$ cat src/inc/gpio_pkg.sv
// Shared constants, types and pin-routing function for the GPIO block
package gpio_pkg;

  // ********************************************************************
  // Geometry
  // ********************************************************************
  localparam int PORT_COUNT   = 3;
  localparam int PORT_WIDTH   = 8;
  localparam int PIN_COUNT    = 24;
  localparam int MODE_WIDTH   = 4;
  localparam int ADDR_WIDTH   = 8;
  localparam int PORT_SEL_LSB = 5;

  // ********************************************************************
  // Pin mode codes
  // ********************************************************************
  localparam logic [3:0] MODE_ANALOG      = 4'h0;
  localparam logic [3:0] MODE_INPUT_FLOAT = 4'h4;
  localparam logic [3:0] MODE_INPUT_PULL  = 4'h8;
  localparam logic [3:0] MODE_OUT_PUSH    = 4'h1;
  localparam logic [3:0] MODE_OUT_OPEN    = 4'h5;
  localparam logic [3:0] MODE_ALT_PUSH    = 4'h9;
  localparam logic [3:0] MODE_ALT_OPEN    = 4'hd;
  localparam logic [3:0] MODE_RESET       = MODE_INPUT_FLOAT;

  // ********************************************************************
  // Register map (byte offsets within one port, ports 0x20 apart)
  // ********************************************************************
  localparam logic [4:0] OFS_MODE_LO      = 5'h00;
  localparam logic [4:0] OFS_MODE_HI      = 5'h04;
  localparam logic [4:0] OFS_INPUT        = 5'h08;
  localparam logic [4:0] OFS_LATCH        = 5'h0c;
  localparam logic [4:0] OFS_SET          = 5'h10;
  localparam logic [4:0] OFS_CLEAR        = 5'h14;
  localparam logic [4:0] OFS_WAKE         = 5'h18;
  localparam logic [7:0] OFS_TRACE_SELECT = 8'h60;

  localparam logic [7:0] LATCH_RESET = 8'h00;
  localparam logic [7:0] WAKE_RESET  = 8'h00;
  localparam logic       TRACE_RESET = 1'b0;

  // ********************************************************************
  // Alternate-output routing
  // ********************************************************************
  localparam int TRACE_EN_PIN   = 4;
  localparam int TRACE_DATA_PIN = 5;
  localparam int TIMER_CHANNELS = 4;
  localparam int TIMER_OPT_LSB  = 4;

  typedef enum logic [3:0] {
    reg_none, reg_mode_lo, reg_mode_hi, reg_input, reg_latch,
    reg_set, reg_clear, reg_wake, reg_trace
  } reg_kind_type;

  typedef enum logic {bus_idle, bus_access} bus_state_type;

  // Pin index of a timer-two channel for a given option bit
  function automatic logic [4:0] timer_pin(input logic [1:0] ch,
                                           input logic       sel);
    logic [4:0] pin;
    pin = 5'h00;
    unique case (ch)
      2'd0: pin = sel ? 5'h09 : 5'h00;
      2'd1: pin = sel ? 5'h0a : 5'h03;
      2'd2: pin = sel ? 5'h0b : 5'h01;
      2'd3: pin = sel ? 5'h0c : 5'h02;
    endcase
    return pin;
  endfunction

endpackage

$ cat src/core/pin_sync.sv
// Pin input synchroniser with analog-mode override
`timescale 1ns/1ps
module pin_sync
  import gpio_pkg::*;
(
  input  wire logic                 core_clk,
  input  wire logic                 rst_b,
  input  wire logic [PIN_COUNT-1:0] pin_in,
  input  wire logic [PIN_COUNT-1:0] analog_mask,
  output logic      [PIN_COUNT-1:0] level_out
);

  logic [PIN_COUNT-1:0] stage_one;
  logic [PIN_COUNT-1:0] stage_two;

  // ********************************************************************
  // Per-pin two-flop synchroniser
  // ********************************************************************
  // Reset to one matches an analog pin so no false wake after reset
  genvar p;
  generate
    for (p = 0; p < PIN_COUNT; p++) begin : g_pin
      always_ff @(posedge core_clk or negedge rst_b) begin
        if (!rst_b) begin
          stage_one[p] <= 1'b1;
          stage_two[p] <= 1'b1;
          level_out[p] <= 1'b1;
        end else begin
          stage_one[p] <= pin_in[p];
          stage_two[p] <= stage_one[p];
          level_out[p] <= analog_mask[p] | stage_two[p];
        end
      end
    end
  endgenerate

endmodule // pin_sync

$ cat src/core/gpio_port_config_mux.sv
// GPIO port block: pin modes, output latch, wake select, alternate routing
`timescale 1ns/1ps
module gpio_port_config_mux
  import gpio_pkg::*;
(
  input  wire logic                  core_clk,
  input  wire logic                  rst_b,
  input  wire logic                  hsel,
  input  wire logic [ADDR_WIDTH-1:0] haddr,
  input  wire logic [1:0]            htrans,
  input  wire logic                  hwrite,
  input  wire logic [2:0]            hsize,
  input  wire logic [31:0]           hwdata,
  input  wire logic                  hready,
  output logic                       hreadyout,
  output logic      [31:0]           hrdata,
  output logic                       hresp,
  input  wire logic [PIN_COUNT-1:0]  pin_in,
  output logic      [PIN_COUNT-1:0]  pin_out,
  output logic      [PIN_COUNT-1:0]  pin_oe,
  output logic      [PIN_COUNT-1:0]  pull_up_en,
  output logic      [PIN_COUNT-1:0]  pull_down_en,
  output logic      [PIN_COUNT-1:0]  analog_en,
  output logic      [PIN_COUNT-1:0]  pin_level,
  output logic                       wake_event,
  input  wire logic [7:0]            timer_two_pin_option,
  input  wire logic [3:0]            timer_two_output_enables,
  input  wire logic                  timer_two_channel_one_out,
  input  wire logic                  timer_two_channel_two_out,
  input  wire logic                  timer_two_channel_three_out,
  input  wire logic                  timer_two_channel_four_out,
  input  wire logic [PIN_COUNT-1:0]  serial_alt_out,
  input  wire logic [PIN_COUNT-1:0]  serial_alt_used,
  input  wire logic                  packet_trace_enable_out,
  input  wire logic                  packet_trace_data_out,
  input  wire logic                  cpu_trace_bit_two,
  input  wire logic                  cpu_trace_bit_three
);

  // ********************************************************************
  // State
  // ********************************************************************
  logic [PIN_COUNT-1:0][MODE_WIDTH-1:0] pin_mode;
  logic [PIN_COUNT-1:0]                 port_output_latch;
  logic [PIN_COUNT-1:0]                 port_wake_select;
  logic                                 trace_select;
  logic [PIN_COUNT-1:0]                 level_prev;
  bus_state_type                        bus_state;
  logic [ADDR_WIDTH-1:0]                cap_addr;
  logic                                 cap_write;

  logic [PIN_COUNT-1:0]                 analog_vec;
  logic [PIN_COUNT-1:0]                 next_alt;
  logic [PIN_COUNT-1:0]                 next_out;
  logic [PIN_COUNT-1:0]                 next_oe;
  logic [PIN_COUNT-1:0]                 next_up;
  logic [PIN_COUNT-1:0]                 next_down;
  logic [31:0]                          next_rdata;
  logic [TIMER_CHANNELS-1:0]            timer_out;
  logic                                 bus_take;
  logic                                 wr_fire;
  reg_kind_type                         wr_kind;
  int unsigned                          wr_base;

  // Register kind for a byte address; unmapped gives reg_none
  function automatic reg_kind_type reg_decode(input logic [7:0] a);
    reg_kind_type k;
    k = reg_none;
    if (a == OFS_TRACE_SELECT) begin
      k = reg_trace;
    end else if (a[6:5] != 2'd3 && a[7] == 1'b0) begin
      unique case (a[4:0])
        OFS_MODE_LO: k = reg_mode_lo;
        OFS_MODE_HI: k = reg_mode_hi;
        OFS_INPUT:   k = reg_input;
        OFS_LATCH:   k = reg_latch;
        OFS_SET:     k = reg_set;
        OFS_CLEAR:   k = reg_clear;
        OFS_WAKE:    k = reg_wake;
        default:     k = reg_none;
      endcase
    end
    return k;
  endfunction

  // ********************************************************************
  // Input path
  // ********************************************************************
  always_comb begin
    for (int p = 0; p < PIN_COUNT; p++) begin
      analog_vec[p] = (pin_mode[p] == MODE_ANALOG);
    end
  end

  // Level also feeds peripherals and the interrupt pin selectors
  pin_sync u_sync (
    .core_clk    (core_clk),
    .rst_b       (rst_b),
    .pin_in      (pin_in),
    .analog_mask (analog_vec),
    .level_out   (pin_level)
  );

  always_ff @(posedge core_clk or negedge rst_b) begin
    if (!rst_b) begin
      level_prev <= '1;
      wake_event <= 1'b0;
    end else begin
      level_prev <= pin_level;
      wake_event <= |((pin_level ^ level_prev) & port_wake_select);
    end
  end

  // ********************************************************************
  // Alternate output selection
  // ********************************************************************
  assign timer_out = {timer_two_channel_four_out, timer_two_channel_three_out,
                      timer_two_channel_two_out, timer_two_channel_one_out};

  always_comb begin
    next_alt = '0;
    for (int p = 0; p < PIN_COUNT; p++) begin
      if (serial_alt_used[p]) begin
        next_alt[p] = serial_alt_out[p];
      end
    end
    next_alt[TRACE_EN_PIN] = trace_select ? cpu_trace_bit_two
                                          : packet_trace_enable_out;
    next_alt[TRACE_DATA_PIN] = trace_select ? cpu_trace_bit_three
                                            : packet_trace_data_out;
    // Timer last so it overrides any serial claim on the same pin
    for (int c = 0; c < TIMER_CHANNELS; c++) begin
      if (timer_two_output_enables[c]) begin
        next_alt[timer_pin(c[1:0], timer_two_pin_option[TIMER_OPT_LSB + c])]
          = timer_out[c];
      end
    end
  end

  // ********************************************************************
  // Pin drivers
  // ********************************************************************
  always_comb begin
    for (int p = 0; p < PIN_COUNT; p++) begin
      next_out[p]  = 1'b0;
      next_oe[p]   = 1'b0;
      next_up[p]   = 1'b0;
      next_down[p] = 1'b0;
      unique case (pin_mode[p])
        MODE_ANALOG:      next_oe[p] = 1'b0;
        MODE_INPUT_FLOAT: next_oe[p] = 1'b0;
        MODE_INPUT_PULL: begin
          next_up[p]   = port_output_latch[p];
          next_down[p] = ~port_output_latch[p];
        end
        MODE_OUT_PUSH: begin
          next_oe[p]  = 1'b1;
          next_out[p] = port_output_latch[p];
        end
        MODE_OUT_OPEN: begin
          next_oe[p] = ~port_output_latch[p];
        end
        MODE_ALT_PUSH: begin
          next_oe[p]  = 1'b1;
          next_out[p] = next_alt[p];
        end
        MODE_ALT_OPEN: begin
          next_oe[p] = ~next_alt[p];
        end
        default:          next_oe[p] = 1'b0;
      endcase
    end
  end

  always_ff @(posedge core_clk or negedge rst_b) begin
    if (!rst_b) begin
      pin_out      <= '0;
      pin_oe       <= '0;
      pull_up_en   <= '0;
      pull_down_en <= '0;
      analog_en    <= '0;
    end else begin
      pin_out      <= next_out;
      pin_oe       <= next_oe;
      pull_up_en   <= next_up;
      pull_down_en <= next_down;
      analog_en    <= analog_vec;
    end
  end

  // ********************************************************************
  // Bus slave: one wait state per transfer
  // ********************************************************************
  // The wait state lets a write land before a following read samples
  assign bus_take = hsel & htrans[1] & hready;
  assign wr_fire  = (bus_state == bus_access) & cap_write;
  assign wr_kind  = reg_decode(cap_addr);
  assign wr_base  = 32'(cap_addr[6:5]) * PORT_WIDTH;

  always_ff @(posedge core_clk or negedge rst_b) begin
    if (!rst_b) begin
      bus_state <= bus_idle;
      hreadyout <= 1'b1;
      hresp     <= 1'b0;
      cap_addr  <= '0;
      cap_write <= 1'b0;
    end else begin
      hresp <= 1'b0;
      unique case (bus_state)
        bus_idle: begin
          if (bus_take) begin
            bus_state <= bus_access;
            hreadyout <= 1'b0;
            cap_addr  <= haddr;
            cap_write <= hwrite;
          end
        end
        bus_access: begin
          bus_state <= bus_idle;
          hreadyout <= 1'b1;
        end
      endcase
    end
  end

  always_comb begin
    next_rdata = '0;
    unique case (wr_kind)
      reg_mode_lo: next_rdata[15:0] = pin_mode[wr_base +: 4];
      reg_mode_hi: next_rdata[15:0] = pin_mode[wr_base + 4 +: 4];
      reg_input:   next_rdata[7:0] = pin_level[wr_base +: 8];
      reg_latch:   next_rdata[7:0] = port_output_latch[wr_base +: 8];
      reg_wake:    next_rdata[7:0] = port_wake_select[wr_base +: 8];
      reg_trace:   next_rdata[0] = trace_select;
      default:     next_rdata = '0;
    endcase
  end

  always_ff @(posedge core_clk or negedge rst_b) begin
    if (!rst_b) begin
      hrdata <= '0;
    end else if (bus_state == bus_access && !cap_write) begin
      hrdata <= next_rdata;
    end
  end

  // ********************************************************************
  // Software registers
  // ********************************************************************
  always_ff @(posedge core_clk or negedge rst_b) begin
    if (!rst_b) begin
      pin_mode <= {PIN_COUNT{MODE_RESET}};
    end else if (wr_fire && wr_kind == reg_mode_lo) begin
      pin_mode[wr_base +: 4] <= hwdata[15:0];
    end else if (wr_fire && wr_kind == reg_mode_hi) begin
      pin_mode[wr_base + 4 +: 4] <= hwdata[15:0];
    end
  end

  always_ff @(posedge core_clk or negedge rst_b) begin
    if (!rst_b) begin
      port_output_latch <= {PORT_COUNT{LATCH_RESET}};
    end else if (wr_fire) begin
      unique case (wr_kind)
        reg_latch: port_output_latch[wr_base +: 8] <= hwdata[7:0];
        reg_set:   port_output_latch[wr_base +: 8] <=
                     port_output_latch[wr_base +: 8] | hwdata[7:0];
        reg_clear: port_output_latch[wr_base +: 8] <=
                     port_output_latch[wr_base +: 8] & ~hwdata[7:0];
        default:   port_output_latch <= port_output_latch;
      endcase
    end
  end

  always_ff @(posedge core_clk or negedge rst_b) begin
    if (!rst_b) begin
      port_wake_select <= {PORT_COUNT{WAKE_RESET}};
      trace_select     <= TRACE_RESET;
    end else if (wr_fire && wr_kind == reg_wake) begin
      port_wake_select[wr_base +: 8] <= hwdata[7:0];
    end else if (wr_fire && wr_kind == reg_trace) begin
      trace_select <= hwdata[0];
    end
  end
endmodule // gpio_port_config_mux

$ cat config.mk
export PLATFORM = sky130hd
export DESIGN_NAME = gpio_port_config_mux
export DESIGN_NICKNAME = d
export VERILOG_FILES = /design/src/inc/gpio_pkg.sv /design/src/core/pin_sync.sv /design/src/core/gpio_port_config_mux.sv
export SDC_FILE = /design/constraint.sdc
export NUM_CORES = 1
export LEC_CHECK = 0
export BUFFER_PORTS_ARGS = -buffer_cell sky130_fd_sc_hd__buf_4
export CORE_AREA = 2 2 189 191
export CTS_CLUSTER_DIAMETER = 100
export DETAILED_ROUTE_END_ITERATION = 16
export DIE_AREA = 0 0 191 193
export PLACE_DENSITY_LB_ADDON = 0.25
export SYNTH_ARGS = -nofsm -noshare
export SYNTH_HDL_FRONTEND = slang
export SYNTH_SLANG_ARGS = --single-unit
$ cat constraint.sdc
create_clock -name core_clk -period 3.2 [get_ports core_clk]
set_clock_uncertainty 0.2 [all_clocks]
set_input_delay 0.8 -clock core_clk [delete_from_list [all_inputs] [get_ports core_clk]]
set_output_delay 0.8 -clock core_clk [all_outputs]
set_load 0.05 [all_outputs]
# [Word level (Yosys, flattened, before mapping)]
# Cells that the tools add are included.
[word_totals] ff_bits=389 latch_bits=0 mem_bits_rw=0 mem_bits_ro=0 in_bits=142 out_inout_bits=179 elab_cells=596 memories=0
[classes] add_sub_neg=3 multipliers=0 div=0 order_cmp=8 eq_ne=137 shifts=25 muxes=163 n_bitwise=83 n_reduce_logical=66
[op_table] cell="4-bit equality test, second input constant" count=73
[op_table] cell="4-bit by 34-bit indexed part select with 24-bit output" count=8
[op_table] cell="24-bit bitwise mux" count=8
[op_table] cell="96-bit bitwise mux" count=2
[op_table] cell="96-bit 2-to-1 mux" count=2
[op_table] cell="24-bit by 33-bit indexed part select with 4-bit output" count=4
[op_table] cell="4-bit by 3-bit equality test with 1-bit output, second input constant" count=28
[op_table] cell="8-bit by 34-bit indexed part select with 24-bit output" count=3
[op_table] cell="4-bit by 1-bit equality test with 1-bit output, second input constant" count=25
[op_table] cell="4-bit zero test" count=24
[op_table] cell="24-bit 2-to-1 mux" count=4
[op_table] cell="24-bit by 6-bit indexed part select with 4-bit output" count=4
[op_table] cell="1-bit 2-to-1 mux" count=78
[op_table] cell="1-bit case mux with 3 select lines" count=24
[op_table] cell="24-bit case mux with 3 select lines" count=1
[op_table] cell="24-bit by 6-bit indexed part select with 8-bit output" count=3
[op_table] cell="4-bit by 34-bit variable shift with 24-bit output, first input constant" count=2
[op_table] cell="1-bit case mux with 2 select lines" count=26
[op_table] cell="1-bit NOT" count=51
[op_table] cell="2-bit OR reduction" count=24
[op_table] cell="7-bit case mux with 5 select lines" count=1
[op_table] cell="5-bit negator with 34-bit output" count=1
[op_table] cell="6-bit negator with 34-bit output" count=1
[op_table] cell="8-bit by 34-bit variable shift with 24-bit output, first input constant" count=1
[op_table] cell="other kinds (30)" count=87

# [Longest topological paths before layout]
[depth] ltp_word=16 depth_mapped=9 mapped_depth_nobuf=7

# [By module]
# Synthesis repeated with hierarchy kept, for this count alone.
[unflattened] hier_cells=1518 area_unflattened_um2=16165.5
[modules_own_cells] mod="gpio_port_config_mux" n_inst=1 cells_each=1422 area_each_um2=14123.5 seq_area_each_um2=7993.9
[modules_own_cells] mod="pin_sync" n_inst=1 cells_each=96 area_each_um2=2042.0 seq_area_each_um2=1891.8

# [Worst setup path before layout]
# OpenSTA, ideal clock, no wires.
[synth_timing] path_kind="reg-to-reg" start="reg cap_addr[6]" end="reg port_output_latch[1]" setup_ns=0.083 arrival_time_ns=2.344 t_required_ns=2.917 slack_ns=0.573 stages_incl_launch_ff=10 path_buffers=3 period_less_slack_ns=2.627 path_cell_list="dfrtp_1 > buf_2 > inv_2 > clkbuf_1 > ha_1 > nor3b_2 > and3_1 > clkbuf_1 > a22oi_1 > o21ai_0"
[synth_via] elab_chain_cells=7 word_cells_on_any_way=22 cone_classes="1 x add/sub; 5 x eq/ne; 5 x shift; 6 x mux; 2 x bitwise; 3 x reduce/logical"
[synth_rtl] element="start: declaration" line="gpio_port_config_mux.sv:49" text="logic [ADDR_WIDTH-1:0] cap_addr;"
[synth_rtl] element="start signal: assignment" line="gpio_port_config_mux.sv:214" text="cap_addr <= haddr;"
[synth_rtl] element="branches (longest 7 deep; another with 8-bit by 34-bit indexed part select with 24-bit output)"
[synth_rtl] element="end signal: indexed assignment" line="gpio_port_config_mux.sv:265" text="reg_latch: port_output_latch[wr_base +: 8] <= hwdata[7:0];"
[synth_rtl] element="end signal: indexed assignment" line="gpio_port_config_mux.sv:266" text="reg_set: port_output_latch[wr_base +: 8] <="
[synth_rtl] element="end signal: indexed assignment" line="gpio_port_config_mux.sv:268" text="reg_clear: port_output_latch[wr_base +: 8] <="
[synth_rtl] element="end: declaration" line="gpio_port_config_mux.sv:44" text="logic [PIN_COUNT-1:0] port_output_latch;"
# Several ways; the timed one is not identified.
# A chain may end at the register's enable or synchronous reset.

# [Final worst setup path]
[layout_timing] start="reg cap_addr[5]" end="reg port_wake_select[23]"
[layout_via] elab_chain_cells=6 word_cells_on_any_way=11 cone_classes="1 x add/sub; 3 x eq/ne; 2 x shift; 3 x mux; 2 x reduce/logical"
[layout_rtl] element="branches (longest 6 deep; another with 5-bit negator with 34-bit output)"
[layout_rtl] element="end signal: assignment" line="gpio_port_config_mux.sv:277" text="port_wake_select <= {PORT_COUNT{WAKE_RESET}};"
[layout_rtl] element="end signal: indexed assignment" line="gpio_port_config_mux.sv:280" text="port_wake_select[wr_base +: 8] <= hwdata[7:0];"
[layout_rtl] element="end: declaration" line="gpio_port_config_mux.sv:45" text="logic [PIN_COUNT-1:0] port_wake_select;"
# Several ways; the timed one is not identified.

==> run metrics <==
status finished clean; Reg2Reg Setup Slack 260 ps; most used routing layer met2; pin count of the biggest net entering global routing 73; RSZ-0062 raised after global routing false; power density cells 631 nW/µm²; Synth Flop Type dfrtp_1; register area about 10000 µm²; EDFF count, synth 0; final hold violation count 0; IO buf count 275; Slew Viols, Final 0; Clock Path Buffers 3; met3 Track Usage GR 0.0458; H-tree levels 2; effective utilization at floorplan 0.471; FF+latch count, synth about 390; Netlist cell types 48; Final period util 0.919; top cell type's share of synthesized area 0.408; layout cells sized above 1 0.292; multi-input logic area slightly above 6000 µm²; post-route ant nets 0; Final #Nets a little over 2000; cell taking the most area after synthesis dfrtp_1; sequential-to-total area share from yosys stat 0.601; Die W 191 µm; initial antenna violation count 1; Worst Setup Path Type reg -> reg; cell count along the critical path 6; Clock Root Buffer clkbuf_16; clock sink count about 390; core box area 35000 µm²; vias per cell between 5 and 6; grt ovf 0; drt initial violations between 900 and 1000; hold crit path type in -> async; Crit. End Element flop; delay-heaviest family, CP simple AND/OR/NAND/NOR gates; FILL cells roughly 3000; CP Cell Sequence ha_1, nor4_1, and3_1, nand3_1, nand2_1, o21ai_0; Critical Path AT around 3100 ps; YS warnings 0; WP data required 3380 ps; Residual DRC 0; R2R cell count 6; average wire per standard cell around 21 µm; Die Y 193 µm; Clock Pin Slew Worst Setup and Hold Paths roughly 60 ps; slowest CP cell and3_1; Critical Path Max Stage Delay between 600 and 700 ps; worst slew pin tran ~850 ps; CP Max Fanout 16; clock buffer count from CTS between 40 and 50; post-layout util 0.583; CTS tree built; reg2reg start cap_addr[5]; final WL between 40000 and 50000 µm; slew margin rel. 0.435; via count between 10000 and 15000; WP buf/inv 0; Max-cap violations 0; min Tclk post-route between 2000 and 3000 ps; Synth area leaders dfrtp_1, dfstp_2, nand2_1; M2 GR Usage 0.418; cell count after synthesis ~1600; leakage 0.00959 µW; Tot GR Track Use 0.269; setup bufs post-CTS 0; Area growth syn-to-layout 23.8%; DPL Wire Length around 35000 µm; TNS Setup 0 ps; CP Launch Type flop; placer congestion estimate 0.899; first-pass GRT wire length 74700 µm; Cell Rows 69; DR pass1 iterations 5; worst-skew pair later-pin latency 530 ps; VDD IR max between 0.0005 and 0.0006 V; dpl cells 2286; r2r endpoint port_wake_select[23]; async set-or-reset flop fraction in the synthesized netlist 1.00; Peak Freq approximately 340 MHz; die area 36900 µm²; total power roughly 13000 µW; vias in the first global route ~13000; syn avg cell area roughly 10 µm²; num ports 321; synthesized area roughly 16000 µm²; met1 Track Usage GR 0.375; fin cells about 2400; setup violators final 0
==> placed cells by master (no fill, tap or decap), drive strengths merged, types with 26 or more instances in the layout <==
cell and count:
nand2 326, buf 310, dfrtp 268, o21ai 179, dfstp 121, nor2 97
clkbuf 59, mux2i 49, a22oi 44, nand3 40, nor3 36, a21oi 34
or2 29, inv 27, nand2b 26, nor4 26
==> cell usage after synthesis, types with 24 or more instances <==
cell type	instances
a21oi_1	34
a22oi_1	44
and3_1	24
buf_2	24
clkbuf_1	53
dfrtp_1	268
dfstp_2	121
inv_1	25
mux2i_1	49
nand2_1	325
nand2b_1	26
nand3_1	40
nor2_1	97
nor3_1	33
nor4_1	25
o21ai_0	175
or2_2	29
xor2_1	24
==> worst max-delay path by stage <==
stage                       endpoint  slack (ps)   startpoint
2_1_floorplan   port_output_latch[1]         570  cap_addr[6]
3_3_place_gp     port_wake_select[8]         350  cap_addr[5]
3_5_place_dp   port_output_latch[13]         300  cap_addr[5]
4_1_cts        port_output_latch[13]         300  cap_addr[5]
5_1_grt         port_wake_select[18]          60  cap_addr[5]
6_report        port_wake_select[23]         260  cap_addr[5]
==> layout make-up <==
cell class                      instances  area share
Sequential cell                       389       0.485
Multi-Input combinational cell       1100       0.298
Timing Repair Buffer                  310       0.119
Clock buffer                           59      0.0586
Tap cell                              461      0.0283
Clock inverter                         13     0.00632
Inverter                               26     0.00479
Antenna cell                            1    0.000123
==> repair_timing <==
action	4_1_cts	5_1_grt
endpoints found under the setup margin	0	2
hold endpoints to repair	0	0
hold buffers	0	0
gates resized for setup	0	1
==> metal layers <==
layer | vias to the layer above | wire length [µm]
met5 | - | 0
met4 | 0 | 2070
met3 | 124 | 3550
met2 | 524 | 22500
met1 | 6384 | 21100
li1 | 6048 | -
==> metrics by stage <==
| stage | cell area, µm² | hold slack (ps) | setup slack, ps |
|---|---|---|---|
| global route | 20400 | 70.0 | 59.7 |
| CTS | 20400 | 52.8 | 295 |
| detailed placement | 19000 | 147 | 305 |
| finish | 20400 | 34.4 | 259 |
| global placement | 19000 | 145 | 349 |
| floorplan | 16500 | 145 | 573 |
==> where the power goes <==
group / total [µW] / internal, µW / switching, µW
Clock: 4650 / 2750 / 1900
Combinational: 2440 / 817 / 1620
Sequential: 5760 / 5330 / 429
Total: 12900 / 8900 / 3950
==> logic make-up after synthesis <==
| kind of cell | after synthesis | synth area share |
|---|---|---|
| and+or+nand+nor | 640 | 0.179 |
| DFF | 389 | 0.601 |
| AOI/OAI and AO/OA | 348 | 0.128 |
| buffers and inverters | 125 | 0.0349 |
| muxes | 66 | 0.0414 |
| xor gates and xnor gates | 24 | 0.0128 |
| adders and majority gates | 5 | 0.00380 |
| other | 1 | 0.000228 |
==> worst reg2reg max path: stages, from the launching register on <==
cell	delay [ps]
dfrtp_4	500
ha_1	220
nor4_1	360
and3_1	620
nand3_1	580
nand2_1	220
o21ai_0	100
==> registers in the layout (all words and copies together), names as in the netlist <==
name and cells:
pin_mode 96, analog_en 24, level_prev 24, pin_oe 24
pin_out 24, port_output_latch 24, port_wake_select 24, pull_down_en 24
pull_up_en 24, u_sync.level_out 24, u_sync.stage_one 24, u_sync.stage_two 24
hrdata 16, cap_addr 8, bus_state 1, cap_write 1
hreadyout 1, trace_select 1, wake_event 1
(Power assumes the default switching activity.)
